==> src/rtl/lin_ctrl_pkg.sv <==
package lin_ctrl_pkg;
	// chip power modes, driven by the power mode manager outside
	typedef enum logic [2:0] {
		CHIP_NORMAL   = 3'h0,
		CHIP_STOP     = 3'h1,
		CHIP_SLEEP    = 3'h2,
		CHIP_RESTART  = 3'h3,
		CHIP_FAILSAFE = 3'h4
	} chip_mode_t;

	// lin_mode_field codes; wake capable is fixed at 01
	typedef enum logic [1:0] {
		LIN_OFF    = 2'h0,
		LIN_WAKE   = 2'h1,
		LIN_NORMAL = 2'h2,
		LIN_RXONLY = 2'h3
	} lin_mode_t;

	typedef struct packed {
		logic low_slope;
		logic flash_prog;
	} slope_cfg_t;

	localparam slope_cfg_t SLOPE_CFG_RST = 2'h0;

	localparam int CLK_MHZ            = 20;
	localparam int CLK_HZ             = CLK_MHZ * 1000000;
	localparam int WAKE_FILTER_US     = 30;
	localparam int ENABLE_TIME_US     = 10;
	localparam int TX_TIMEOUT_MS      = 12;
	localparam int BUS_CLAMP_MS       = 12;
	localparam int BAUD_NORMAL        = 20000;
	localparam int BAUD_LOW_X10       = 104000;
	localparam int BAUD_FLASH         = 115000;
	// least times round up, all time figures are whole here; bit lengths truncate
	localparam int WAKE_FILTER_CYC    = WAKE_FILTER_US * CLK_MHZ;
	localparam int ENABLE_CYC         = ENABLE_TIME_US * CLK_MHZ;
	localparam int TX_TIMEOUT_CYC     = TX_TIMEOUT_MS * CLK_MHZ * 1000;
	localparam int BUS_CLAMP_CYC      = BUS_CLAMP_MS * CLK_MHZ * 1000;
	localparam int BIT_NORMAL_CYC     = CLK_HZ / BAUD_NORMAL;
	localparam int BIT_LOW_CYC        = (CLK_HZ * 10) / BAUD_LOW_X10;
	localparam int BIT_FLASH_CYC      = CLK_HZ / BAUD_FLASH;
	localparam int CNT_W              = 20;
	localparam int FIFO_DEPTH         = 8;
endpackage

==> src/rtl/lin_transceiver_mode_control.sv <==
// What this block does
// after reset mode is off, allowed in all chip modes; off ignores wakes
// normal mode selectable by spi only in chip normal or stop mode
// normal mode drives bus from transmit data, returns bus level on receive
// controller keeps transmit recessive until enabling time has elapsed
// early dominant is suppressed; only next dominant after enabling goes out
// receive-only disables driver, keeps receiver; only in chip normal or stop
// wake capable selectable in stop/sleep/restart/normal; forced on fail-safe
// dominant longer than wake filter wakes; receive low until mode changes or chip enters fail-safe
// after wake, mode field still reads wake capable, detection disarmed
// rearm only after switching to normal, receive-only or off first
// rearm automatically on entering chip stop, sleep or fail-safe
// wake in stop/normal: interrupt low, wake status set, receive low
// controller must itself move chip from stop to normal after wake
// wake in stop enables watchdog if disabled and configured to do so
// wake in sleep/fail-safe/restart requests restart; receive low, no interrupt
// transmit dominant past time-out: driver off, bus recessive, fault set
// transmitter resumes once time-out cause removed; config untouched
// bus dominant past clamp time in any mode sets fault, config untouched
// bus supply under-voltage disables driver and receiver; config kept
// default normal slope; low-slope bit changes only transmitter slew
// low-slope writable in chip normal only, applied when chip select rises
// flash bit in chip normal disables slope control, applied on select rise
// wake filter accepts dominant after 30 us, inside the 30 to 150 range
// mode field is two bits with wake capable coded 01
// fault flag sticks until software clears it
`timescale 1ns/100ps
`default_nettype none

module lin_tx_fifo #(
	parameter int WIDTH = 1,
	parameter int DEPTH = 8
) (
	input  wire logic             core_clk_in,
	input  wire logic             sys_rst_in,
	input  wire logic [WIDTH-1:0] in_data_in,
	input  wire logic             in_valid_in,
	output logic                  in_ready_out,
	output logic      [WIDTH-1:0] out_data_out,
	output logic                  out_valid_out,
	input  wire logic             out_ready_in
);
	localparam int AW = $clog2(DEPTH);

	generate
		if (WIDTH < 1 || DEPTH < 2 || (1 << AW) != DEPTH) begin : g_bad_depth
			$error("lin_tx_fifo depth must be a power of two, at least 2");
		end
	endgenerate

	logic [WIDTH-1:0] store [DEPTH];
	logic [AW-1:0]    wr_ptr;
	logic [AW-1:0]    rd_ptr;
	logic [AW:0]      count;
	logic             push;
	logic             pop;

	assign in_ready_out  = (count != (AW+1)'(DEPTH));
	assign out_valid_out = (count != '0);
	assign push          = in_valid_in && in_ready_out;
	assign pop           = out_valid_out && out_ready_in;
	assign out_data_out  = store[rd_ptr];

	always_ff @(posedge core_clk_in) begin
		if (push) begin
			store[wr_ptr] <= in_data_in;
		end
	end

	always_ff @(posedge core_clk_in) begin
		if (sys_rst_in) begin
			wr_ptr <= '0;
			rd_ptr <= '0;
			count  <= '0;
		end else begin
			wr_ptr <= push ? wr_ptr + 1'b1 : wr_ptr;
			rd_ptr <= pop ? rd_ptr + 1'b1 : rd_ptr;
			count  <= count + {{AW{1'b0}}, push} - {{AW{1'b0}}, pop};
		end
	end
endmodule

module lin_transceiver_mode_control #(
	parameter int TX_TIMEOUT = lin_ctrl_pkg::TX_TIMEOUT_CYC,
	parameter int BUS_CLAMP  = lin_ctrl_pkg::BUS_CLAMP_CYC
) (
	input  wire logic                     core_clk_in,
	input  wire logic                     sys_rst_in,
	input  wire lin_ctrl_pkg::chip_mode_t chip_mode_in,
	input  wire logic                     mode_wr_in,
	input  wire lin_ctrl_pkg::lin_mode_t  mode_wdata_in,
	input  wire logic                     slope_wr_in,
	input  wire lin_ctrl_pkg::slope_cfg_t slope_wdata_in,
	input  wire logic                     spi_csn_in,
	input  wire logic                     wdog_on_bus_wake_in,
	input  wire logic                     wdog_enabled_in,
	input  wire logic                     wake_status_clear_in,
	input  wire logic                     fault_clear_in,
	input  wire logic                     lin_transmit_in,
	input  wire logic                     tx_valid_in,
	output logic                          tx_ready_out,
	input  wire logic                     bus_dominant_in,
	input  wire logic                     bus_supply_uv_in,
	output lin_ctrl_pkg::lin_mode_t       lin_mode_field_out,
	output lin_ctrl_pkg::slope_cfg_t      slope_cfg_out,
	output logic                          drive_dominant_out,
	output logic                          driver_enable_out,
	output logic                          receiver_enable_out,
	output logic                          lin_receive_out,
	output logic                          int_n_out,
	output logic                          wake_status_reg_out,
	output logic                          lin_fault_flag_out,
	output logic                          wake_armed_out,
	output logic                          restart_req_out,
	output logic                          wdog_enable_out
);
	import lin_ctrl_pkg::*;

	generate
		if (TX_TIMEOUT < 1 || TX_TIMEOUT >= (1 << CNT_W) ||
		    BUS_CLAMP < 1 || BUS_CLAMP >= (1 << CNT_W)) begin : g_bad_cnt
			$error("time-out counts must fit the counter width");
		end
	endgenerate

	localparam logic [CNT_W-1:0] TX_TO_C = CNT_W'(TX_TIMEOUT);
	localparam logic [CNT_W-1:0] CLAMP_C = CNT_W'(BUS_CLAMP);
	localparam logic [CNT_W-1:0] WAKE_C  = CNT_W'(WAKE_FILTER_CYC);
	localparam logic [CNT_W-1:0] EN_C    = CNT_W'(ENABLE_CYC);

	// which modes software may pick in the current chip mode
	function automatic logic mode_allowed(input lin_mode_t m,
	                                      input chip_mode_t c);
		case (m)
			LIN_OFF:    mode_allowed = 1'b1;
			LIN_NORMAL: mode_allowed = (c == CHIP_NORMAL) || (c == CHIP_STOP);
			LIN_RXONLY: mode_allowed = (c == CHIP_NORMAL) || (c == CHIP_STOP);
			LIN_WAKE:   mode_allowed = (c != CHIP_FAILSAFE);
			default:    mode_allowed = 1'b0;
		endcase
	endfunction

	lin_mode_t        mode;
	chip_mode_t       chip_prev;
	slope_cfg_t       slope_pend;
	logic             slope_pend_valid;
	logic             csn_prev;
	logic             armed;
	logic             wake_rx_low;
	logic             wake_event;
	logic             chip_entry;
	logic             mode_take;
	logic [CNT_W-1:0] wake_cnt;
	logic [CNT_W-1:0] en_cnt;
	logic             en_done;
	logic             tx_allowed;
	logic [CNT_W-1:0] bit_cnt;
	logic [CNT_W-1:0] bit_len;
	logic             bit_tick;
	logic             cur_bit;
	logic             fifo_bit;
	logic             fifo_valid;
	logic             fifo_pop;
	logic [CNT_W-1:0] tx_dom_cnt;
	logic             tx_timed_out;
	logic [CNT_W-1:0] bus_dom_cnt;
	logic             clamp_hit;
	logic             next_drive;
	logic             int_pending;

	assign mode_take  = mode_wr_in && mode_allowed(mode_wdata_in, chip_mode_in);
	assign chip_entry = (chip_mode_in != chip_prev);
	// wake filter
	assign wake_event = (mode == LIN_WAKE) && armed && !bus_supply_uv_in &&
	                    bus_dominant_in && (wake_cnt == WAKE_C);

	always_ff @(posedge core_clk_in) begin
		if (sys_rst_in) begin
			chip_prev <= CHIP_NORMAL;
			csn_prev  <= 1'b1;
		end else begin
			chip_prev <= chip_mode_in;
			csn_prev  <= spi_csn_in;
		end
	end

	// off after reset
	always_ff @(posedge core_clk_in) begin
		if (sys_rst_in) begin
			mode <= LIN_OFF;
		end else if (chip_entry && chip_mode_in == CHIP_FAILSAFE) begin
			// forced wake capable
			mode <= LIN_WAKE;
		end else if (mode_take) begin
			// gated by chip mode
			mode <= mode_wdata_in;
		end
	end

	always_ff @(posedge core_clk_in) begin
		if (sys_rst_in) begin
			armed <= 1'b1;
		end else if (chip_entry && (chip_mode_in == CHIP_STOP ||
		         chip_mode_in == CHIP_SLEEP || chip_mode_in == CHIP_FAILSAFE)) begin
			// rearm on entry
			armed <= 1'b1;
		end else if (mode_take && mode_wdata_in != LIN_WAKE) begin
			// toggle rearms
			armed <= 1'b1;
		end else if (wake_event) begin
			// disarm, mode code kept
			armed <= 1'b0;
		end
	end

	// saturating filter count, runs whether armed or not
	always_ff @(posedge core_clk_in) begin
		if (sys_rst_in || !bus_dominant_in || mode != LIN_WAKE) begin
			wake_cnt <= '0;
		end else if (wake_cnt != WAKE_C) begin
			wake_cnt <= wake_cnt + 1'b1;
		end
	end

	// receive held low until another mode is chosen or fail-safe is entered
	always_ff @(posedge core_clk_in) begin
		if (sys_rst_in) begin
			wake_rx_low <= 1'b0;
		end else if (wake_event) begin
			wake_rx_low <= 1'b1;
		end else if (mode_take && mode_wdata_in != LIN_WAKE) begin
			wake_rx_low <= 1'b0;
		end else if (chip_entry && chip_mode_in == CHIP_FAILSAFE) begin
			wake_rx_low <= 1'b0;
		end
	end

	// status and interrupt; set beats clear
	always_ff @(posedge core_clk_in) begin
		if (sys_rst_in) begin
			wake_status_reg_out <= 1'b0;
			int_pending         <= 1'b0;
		end else begin
			if (wake_event) begin
				wake_status_reg_out <= 1'b1;
			end else if (wake_status_clear_in) begin
				wake_status_reg_out <= 1'b0;
			end
			if (wake_event && (chip_mode_in == CHIP_STOP ||
			    chip_mode_in == CHIP_NORMAL)) begin
				int_pending <= 1'b1;
			end else if (wake_status_clear_in) begin
				int_pending <= 1'b0;
			end
		end
	end

	// one-cycle requests to the power mode manager
	always_ff @(posedge core_clk_in) begin
		if (sys_rst_in) begin
			restart_req_out <= 1'b0;
			wdog_enable_out <= 1'b0;
		end else begin
			restart_req_out <= wake_event && (chip_mode_in == CHIP_SLEEP ||
			                   chip_mode_in == CHIP_FAILSAFE ||
			                   chip_mode_in == CHIP_RESTART);
			wdog_enable_out <= wake_event && chip_mode_in == CHIP_STOP &&
			                   wdog_on_bus_wake_in && !wdog_enabled_in;
		end
	end

	// staged in chip normal, applied on chip select rise
	always_ff @(posedge core_clk_in) begin
		if (sys_rst_in) begin
			slope_cfg_out    <= SLOPE_CFG_RST;
			slope_pend       <= SLOPE_CFG_RST;
			slope_pend_valid <= 1'b0;
		end else if (spi_csn_in && !csn_prev && slope_pend_valid) begin
			slope_cfg_out    <= slope_pend;
			slope_pend_valid <= 1'b0;
		end else if (slope_wr_in && chip_mode_in == CHIP_NORMAL) begin
			slope_pend       <= slope_wdata_in;
			slope_pend_valid <= 1'b1;
		end
	end

	// slope only sets the bit pacing of the transmit path
	always_comb begin
		if (slope_cfg_out.flash_prog) begin
			bit_len = CNT_W'(BIT_FLASH_CYC);
		end else if (slope_cfg_out.low_slope) begin
			bit_len = CNT_W'(BIT_LOW_CYC);
		end else begin
			bit_len = CNT_W'(BIT_NORMAL_CYC);
		end
	end

	// enabling time restarts whenever normal mode is left
	always_ff @(posedge core_clk_in) begin
		if (sys_rst_in || mode != LIN_NORMAL) begin
			en_cnt <= '0;
		end else if (!en_done) begin
			en_cnt <= en_cnt + 1'b1;
		end
	end
	assign en_done = (en_cnt == EN_C);

	// dominant only after a recessive seen past enabling
	always_ff @(posedge core_clk_in) begin
		if (sys_rst_in || mode != LIN_NORMAL) begin
			tx_allowed <= 1'b0;
		end else if (en_done && cur_bit) begin
			tx_allowed <= 1'b1;
		end
	end

	// bit pacing; fifo stalls outside normal mode so the source sees it
	always_ff @(posedge core_clk_in) begin
		if (sys_rst_in || mode != LIN_NORMAL || bit_tick) begin
			bit_cnt <= '0;
		end else begin
			bit_cnt <= bit_cnt + 1'b1;
		end
	end
	assign bit_tick = (mode == LIN_NORMAL) && (bit_cnt == bit_len - 1'b1);
	assign fifo_pop = bit_tick;

	// current transmit bit, recessive when starved
	always_ff @(posedge core_clk_in) begin
		if (sys_rst_in || mode != LIN_NORMAL) begin
			cur_bit <= 1'b1;
		end else if (bit_tick) begin
			cur_bit <= fifo_valid ? fifo_bit : 1'b1;
		end
	end

	lin_tx_fifo #(
		.WIDTH (1),
		.DEPTH (FIFO_DEPTH)
	) u_tx_fifo (
		.core_clk_in   (core_clk_in),
		.sys_rst_in    (sys_rst_in),
		.in_data_in    (lin_transmit_in),
		.in_valid_in   (tx_valid_in),
		.in_ready_out  (tx_ready_out),
		.out_data_out  (fifo_bit),
		.out_valid_out (fifo_valid),
		.out_ready_in  (fifo_pop)
	);

	// time-out lifts when the dominant request ends
	always_ff @(posedge core_clk_in) begin
		if (sys_rst_in || cur_bit) begin
			tx_dom_cnt   <= '0;
			tx_timed_out <= 1'b0;
		end else if (tx_dom_cnt == TX_TO_C) begin
			tx_timed_out <= 1'b1;
		end else begin
			tx_dom_cnt <= tx_dom_cnt + 1'b1;
		end
	end

	// clamp watch runs in every mode
	always_ff @(posedge core_clk_in) begin
		if (sys_rst_in || !bus_dominant_in) begin
			bus_dom_cnt <= '0;
		end else if (bus_dom_cnt != CLAMP_C) begin
			bus_dom_cnt <= bus_dom_cnt + 1'b1;
		end
	end
	assign clamp_hit = bus_dominant_in && (bus_dom_cnt == CLAMP_C - 1'b1);

	// sticky fault, set beats clear
	always_ff @(posedge core_clk_in) begin
		if (sys_rst_in) begin
			lin_fault_flag_out <= 1'b0;
		end else if (clamp_hit || (tx_dom_cnt == TX_TO_C && !cur_bit)) begin
			lin_fault_flag_out <= 1'b1;
		end else if (fault_clear_in) begin
			lin_fault_flag_out <= 1'b0;
		end
	end

	// supply loss blanks both stages
	assign next_drive = (mode == LIN_NORMAL) && tx_allowed && !cur_bit &&
	                    !tx_timed_out && !bus_supply_uv_in;

	always_ff @(posedge core_clk_in) begin
		if (sys_rst_in) begin
			drive_dominant_out  <= 1'b0;
			driver_enable_out   <= 1'b0;
			receiver_enable_out <= 1'b0;
			lin_receive_out     <= 1'b1;
		end else begin
			// driver only in normal mode
			drive_dominant_out  <= next_drive;
			driver_enable_out   <= (mode == LIN_NORMAL) && !bus_supply_uv_in &&
			                       !tx_timed_out;
			receiver_enable_out <= (mode == LIN_NORMAL || mode == LIN_RXONLY) &&
			                       !bus_supply_uv_in;
			if (wake_rx_low || wake_event) begin
				lin_receive_out <= 1'b0;
			end else if ((mode == LIN_NORMAL || mode == LIN_RXONLY) &&
			             !bus_supply_uv_in) begin
				lin_receive_out <= !bus_dominant_in;
			end else begin
				lin_receive_out <= 1'b1;
			end
		end
	end

	// two-bit field, wake capable reads 01
	assign lin_mode_field_out = mode;
	assign int_n_out          = !int_pending;
	assign wake_armed_out     = armed;
endmodule

`default_nettype wire

==> config.mk <==
export PLATFORM = sky130hd
export DESIGN_NAME = lin_transceiver_mode_control
export DESIGN_NICKNAME = d
export VERILOG_FILES = /design/src/rtl/lin_ctrl_pkg.sv /design/src/rtl/lin_transceiver_mode_control.sv
export SDC_FILE = /design/constraint.sdc
export NUM_CORES = 1
export LEC_CHECK = 0
export BUFFER_PORTS_ARGS = -buffer_cell sky130_fd_sc_hd__buf_2
export CORE_MARGIN = 2
export CORE_UTILIZATION = 55
export DETAILED_ROUTE_END_ITERATION = 8
export PLACE_DENSITY = 0.79
export SYNTH_ARGS = -nofsm -noshare
export SYNTH_HDL_FRONTEND = slang
export SYNTH_SLANG_ARGS = --single-unit
export TNS_END_PERCENT = 10
==> constraint.sdc <==
create_clock -name core_clk_in -period 3.5 [get_ports core_clk_in]
set_clock_uncertainty 0.05 [all_clocks]
set_input_delay 0.175 -clock core_clk_in [delete_from_list [all_inputs] [get_ports core_clk_in]]
set_output_delay 0.175 -clock core_clk_in [all_outputs]
set_load 0.1 [all_outputs]
# Yosys cells after proc, flatten, opt, wreduce, memory -nomap -nowiden
# Memories as Yosys holds them, arrays and structs flattened. A register that Yosys moved wholly into a read port is not among the register bits.
# Cells that the tools add are included.
dict set report classes {
  addsub 10
  n_eq_ne 23
  n_mux 20
  n_bitwise 1
  reduce_logical 62
}
# operator count
set ops {}
lappend ops {{adder 20 x 1 -> 20 bit, second input constant} 5}
lappend ops {{equality test 20 x 18 -> 1 bit, second input constant} 2}
lappend ops {{logical AND 1 bit} 29}
lappend ops {{2-to-1 mux 11 bit} 2}
lappend ops {{equality test 20 x 10 -> 1 bit, second input constant} 1}
lappend ops {{equality test 20 bit} 1}
lappend ops {{equality test 20 x 8 -> 1 bit, second input constant} 1}
lappend ops {{inequality test 20 x 10 -> 1 bit, second input constant} 1}
lappend ops {{inequality test 20 x 18 -> 1 bit, second input constant} 1}
lappend ops {{subtractor 20 x 1 -> 20 bit, second input constant} 1}
lappend ops {{2-to-1 mux 1 bit} 15}
lappend ops {{logical OR 1 bit} 13}
lappend ops {{equality test 2 bit, second input constant} 4}
lappend ops {{nonzero test 2 bit} 4}
lappend ops {{zero test 1 bit} 7}
lappend ops {{adder 3 x 1 -> 3 bit, second input constant} 2}
lappend ops {{equality test 3 x 2 -> 1 bit, second input constant} 2}
lappend ops {{2-to-1 mux 3 bit} 2}
lappend ops {{OR reduction 2 bit} 3}
lappend ops {{adder 4 x 1 -> 4 bit} 1}
lappend ops {{equality test 2 x 1 -> 1 bit, second input constant} 2}
lappend ops {{inequality test 2 x 1 -> 1 bit, second input constant} 2}
lappend ops {{inequality test 4 bit, second input constant} 1}
lappend ops {{nonzero test 4 bit} 1}
lappend ops {{other kinds (13)} 13}
dict set report totals {
  reg_bits 135
  mem_bits_rw 8
  inputBits 20
  output_inout_bits 15
  memories 1
}
# name words width rd rd_ports_with_merged_regs wr line
set memory_table {}
lappend memory_table {u_tx_fifo.store 8 1 1 1 1 lin_transceiver_mode_control.sv:51} ;# logic [WIDTH-1:0] store [DEPTH];

# Depth between registers and ports, before layout
dict set report depth {
  ltp_word 8
  depth_mapped 12
  depth_no_buf 12
}

# Cells and area by module
# A second synthesis with hierarchy kept.
dict set report hier_totals {
  hier_cells 746
  area_unflattened_um2 6638.9
}
# module n_inst cells_per_inst area_per_inst_um2
set by_module_without_submodules {}
lappend by_module_without_submodules {lin_transceiver_mode_control 1 655 5617.9}
lappend by_module_without_submodules {lin_tx_fifo 1 91 1021.0}

# Worst setup path before layout
# No wires, ideal clock.
dict set report synth_path {
  path_kind {reg2reg}
  from {register slope_cfg_out[0] in the netlist's numbering}
  to {register u_tx_fifo.count[2]}
  t_arrival_ns 2.729
  path_slack_ns 0.593
  stages_incl_launch_ff 12
  n_path_buf 0
  synth_period_minus_slack_ns 2.907
  cell_sequence {dfxtp_1 nor4bb_1 mux2_2 nand2_1 nor3_1 ha_1 inv_1 ha_1 inv_1 fa_1 xor2_1 nor2_1}
}
dict set report synth_via {
  elab_chain_cells 6
}
# item line
set synth_lines {}
lappend synth_lines {{start: declaration} lin_transceiver_mode_control.sv:105} ;# output lin_ctrl_pkg::slope_cfg_t slope_cfg_out,
lappend synth_lines {{start signal: assignment} lin_transceiver_mode_control.sv:279} ;# slope_cfg_out <= slope_pend;
lappend synth_lines {{2-to-1 mux 11 bit} lin_transceiver_mode_control.sv:289} ;# if (slope_cfg_out.flash_prog) begin
lappend synth_lines {{subtractor 20 x 1 -> 20 bit} lin_transceiver_mode_control.sv:325} ;# assign bit_tick = (mode == LIN_NORMAL) && (bit_cnt == bit_len - 1'b1);
lappend synth_lines {{equality test 20 bit} lin_transceiver_mode_control.sv:325}
lappend synth_lines {{logical AND 1 bit} lin_transceiver_mode_control.sv:325}
lappend synth_lines {{logical AND 1 bit} lin_transceiver_mode_control.sv:61} ;# assign pop = out_valid_out && out_ready_in;
lappend synth_lines {{named net u_tx_fifo.pop} lin_transceiver_mode_control.sv:56} ;# logic pop;
lappend synth_lines {{subtractor 4 x 1 -> 4 bit} lin_transceiver_mode_control.sv:78} ;# count <= count + {{AW{1'b0}}, push} - {{AW{1'b0}}, pop};
lappend synth_lines {{end signal: assignment} lin_transceiver_mode_control.sv:78}
lappend synth_lines {{end: declaration} lin_transceiver_mode_control.sv:54} ;# logic [AW:0] count;
# The timed path passes the listed nets, and every way through them passes these cells.
# A chain may end at the register's enable or synchronous reset.

# Worst setup path in the final report
dict set report layout_path {
  from {register wake_cnt[0]}
  to {register wdog_enable_out}
}
dict set report layout_via {
  elab_chain_cells 5
}
# item line
set layout_lines {}
lappend layout_lines {{start: declaration} lin_transceiver_mode_control.sv:153} ;# logic [CNT_W-1:0] wake_cnt;
lappend layout_lines {{start signal: assignment} lin_transceiver_mode_control.sv:221} ;# wake_cnt <= wake_cnt + 1'b1;
lappend layout_lines {{equality test 20 x 10 -> 1 bit} lin_transceiver_mode_control.sv:175} ;# bus_dominant_in && (wake_cnt == WAKE_C);
lappend layout_lines {{logical AND 1 bit} lin_transceiver_mode_control.sv:175}
lappend layout_lines {{logical AND 1 bit (2 in a row)} lin_transceiver_mode_control.sv:267} ;# wdog_enable_out <= wake_event && chip_mode_in == CHIP_STOP &&
lappend layout_lines {{logical AND 1 bit} lin_transceiver_mode_control.sv:268} ;# wdog_on_bus_wake_in && !wdog_enabled_in;
lappend layout_lines {{end signal: assignment} lin_transceiver_mode_control.sv:267}
lappend layout_lines {{end: declaration} lin_transceiver_mode_control.sv:115} ;# output logic wdog_enable_out
# Every way passes these cells.

==> out/metrics.cfg <==
[cells_and_area]
instances_no_fill=953
n_antenna_cell=0
area_growth_pct=15.62
drive_gt1_share_pct=11.04
nFillCells=961
layout_commonest_cell=dfxtp_1
fin_nets=831
layout_common_cells=dfxtp_1, nor2_1, nand3_1

[pwr]
ir_drop_mv=0.4620
power.switching_mw=0.8872
pwr-share-clk_pct=50.0
power.density_mw_per_mm2=514.2
combPwrFrac_pct=6.3
seqPwrFrac_pct=43.7
swShare_pct=22.47
leakage_nw=2.629
p_int_mw=3.060

[setup_path]
cp-start-kind=flop
critPathArrivalTime_ps=3010
critPathKind=reg -> reg
worstPathCellList=inv_1 -> ha_1 -> nor4b_1 -> and4_1 -> nand4_2 -> or3_1 -> nor4b_2 -> dlygate4sd3_1
rrSetupSlack_ps=800
crit_required_ps=3820
cp_slowest_cell=dlygate4sd3_1
slowest_delay_ps=590
cp_max_fo=6
crit_path_end_kind=flop

[timing]
setup_viol=0
slew_headroom_pct=46.56
final.setup.worst_slack_ps=803.6
hold_viol_final=0
rsz0062_at_grt=false
finalSetupTns_ps=0
slew_violations=0
final.period_utilization_pct=77.04
tightest_slew_ps=791.5
max_freq_mhz=370.9
fin_crit_ps=2696

[drt]
drt_first_pass_iters=4
wl_per_cell_um=14.46
ant_nets=0
detail_route.vias_per_cell=5.592
drtIter0Drc=372
wirelength_um=13780
vias=5329
route.detailed.drc=0

[floorplanning]
die_height_um=113.9
die_w_um=113.9
row_count=40
core_mm2=0.01191
start_util_pct=55.75
ioPinCount=35
die_area_mm2=0.01297

[global_routing]
grt_antenna_before_repair=0
grt_pass1_wl_um=23770
grt_usage_pct=22.77
first_global_vias=5228
grt_max_degree=34
overflow=0

[clocking]
clock_path_buffers=2
clock-root-buffer=clkbuf_16
clock-sinks=146
cts_setup_buffers=0
cts_tree=done
cts_inserted_buffers=17
clkTransAtPathRegs_ps=60
h-tree-depth=4
clk_latency_ps=430

[placement]
dpl.cell_count=911
gp_congestion=0.8481
pre_cts_ws_ps=994.4
portBuffers=34
hpwl_um=9543

[yosys]
async_reset_ff_share_pct=0
ys_types=57
yosys_warnings=0
synthFlopType=dfxtp_1
ys_seq_area_share_pct=45.22
syn_avg_cell_area_um2=8.901
synth_edf_count=8
synth_cells=746
ys_ff_latch=146
synth_area_mm2=0.006640
synth_nets=784

[min_path]
hold_path.class=in -> reg

[run]
max_cap_violations=0

[status]
status=finished, final reports clean

[metrics by stage]
stage               hold WS (ps)  utilization [%]  power, mW  area (um^2)
finish                     19.69            64.45      3.948         7677
global route               21.84            64.45      4.072         7677
CTS                        8.121            64.45      3.972         7677
detailed placement         329.2            58.24      1.999         6937
global placement           334.7            58.24      1.981         6937
floorplan                  198.5                -      1.936         6640
[state kept, by name, summed over array words and instances, names as in the netlist, 2 cells and up, named ones only]
register and flops:
bus_dom_cnt 20, slope_cfg_out 2, u_tx_fifo.store 8, u_tx_fifo.wr_ptr 3, bit_cnt 20, lin_mode_field_out 2, tx_dom_cnt 20, en_cnt 20
wake_cnt 20, u_tx_fifo.count 4, chip_prev 3, slope_pend 2, u_tx_fifo.rd_ptr 3
[per-layer routing]
metal	global-route usage [%]	share of wire [%]	vias to the layer above	wire (um)
met4	9.024	2.2	0	297
met2	38.96	50	88	6843
met1	27.93	45	2538	6140
met5	0	0	-	0
li1	-	-	2673	-
met3	5.207	3.6	30	498
[critical path, delay by kind of cell (launching register included)]
kind | cells | cell delay [ps]
AND/OR/NAND/NOR | 5 | 1370
buffers and inverters | 2 | 700
flip-flops | 1 | 330
adder cells (fa/ha/maj) | 1 | 190
[power groups by stage]
stage                     Clock [mW]  Combinational, mW  Sequential [mW]
after CTS                       2.00              0.251             1.73
after floorplan                    0              0.168             1.77
final                           1.98              0.247             1.73
after global routing            2.07              0.277             1.73
after detailed placement           0              0.238             1.76
after global placement             0              0.223             1.76
[what timing repair did]
action | 4_1_cts | 5_1_grt
resized for setup | 0 | 0
endpoints found under the setup margin | 0 | 0
hold buffers | 10 | 0
endpoints found under the hold margin | 18 | 0
[final timing paths]
path / start / to / cells past startpoint
max: wake_cnt[0] / wdog_enable_out / 8
min: chip_mode_in[1] / chip_prev[1] / 2
max reg2reg: wake_cnt[0] / wdog_enable_out / 8
min reg2reg: tx_timed_out / drive_dominant_out / 1
[final cells by class]
cell class              instances  area, um^2  area share (%)
clock buffers                  19       432.9           5.639
clock inverters                13       207.7           2.705
inverters                      38       142.6           1.858
multi-input cells             544        3422           44.57
flip-flops and latches        146        3003           39.11
well taps                     147       183.9           2.396
repair buffers                 46       285.3           3.716
[cell usage after synthesis (2+ instances only)]
cell type,instances,area [um^2]
nor4_1,14,87.58
clkbuf_1,11,41.29
xnor2_1,42,367.9
nor3_1,23,115.1
or3_1,14,87.58
nand2b_1,12,75.07
buf_2,2,10.01
xor2_1,39,341.6
dfxtp_1,138,2763
mux2i_1,12,120.1
inv_1,38,142.6
nand2_1,35,131.4
o22ai_1,2,12.51
nor2b_1,8,50.05
and4_1,6,52.55
nor4bb_1,5,50.05
clkbuf_2,2,10.01
nor2_1,131,491.7
buf_1,3,11.26
and3_1,7,43.79
and2_1,2,12.51
or3b_2,3,26.28
nor3_2,2,20.02
nand3_1,48,240.2
o21ai_0,16,80.08
or3b_1,2,17.52
nand4b_1,2,17.52
and4b_1,2,20.02
or2_2,5,31.28
ha_1,17,212.7
a21oi_1,29,145.1
nor4b_1,3,26.28
nand4_1,23,143.9
a21o_1,5,37.54
nand3b_1,3,22.52
mux4_2,2,45.04
a31oi_1,2,12.51
nor3b_1,7,52.55
nand4_2,2,25.02
edfxtp_1,8,240.2
or4_1,3,22.52
[cell families (layout without fill, tap and decap cells)]
family,Yosys count,in the layout,share of synthesized area (%)
compound gates,60,60,5.069
flops,146,146,45.22
xor+xnor,81,81,10.68
buf+inv,56,116,3.241
fa+ha+maj,18,18,3.505
mux,15,15,2.657
simple gates,370,370,29.62
Power figures use the tool's default switching activity.
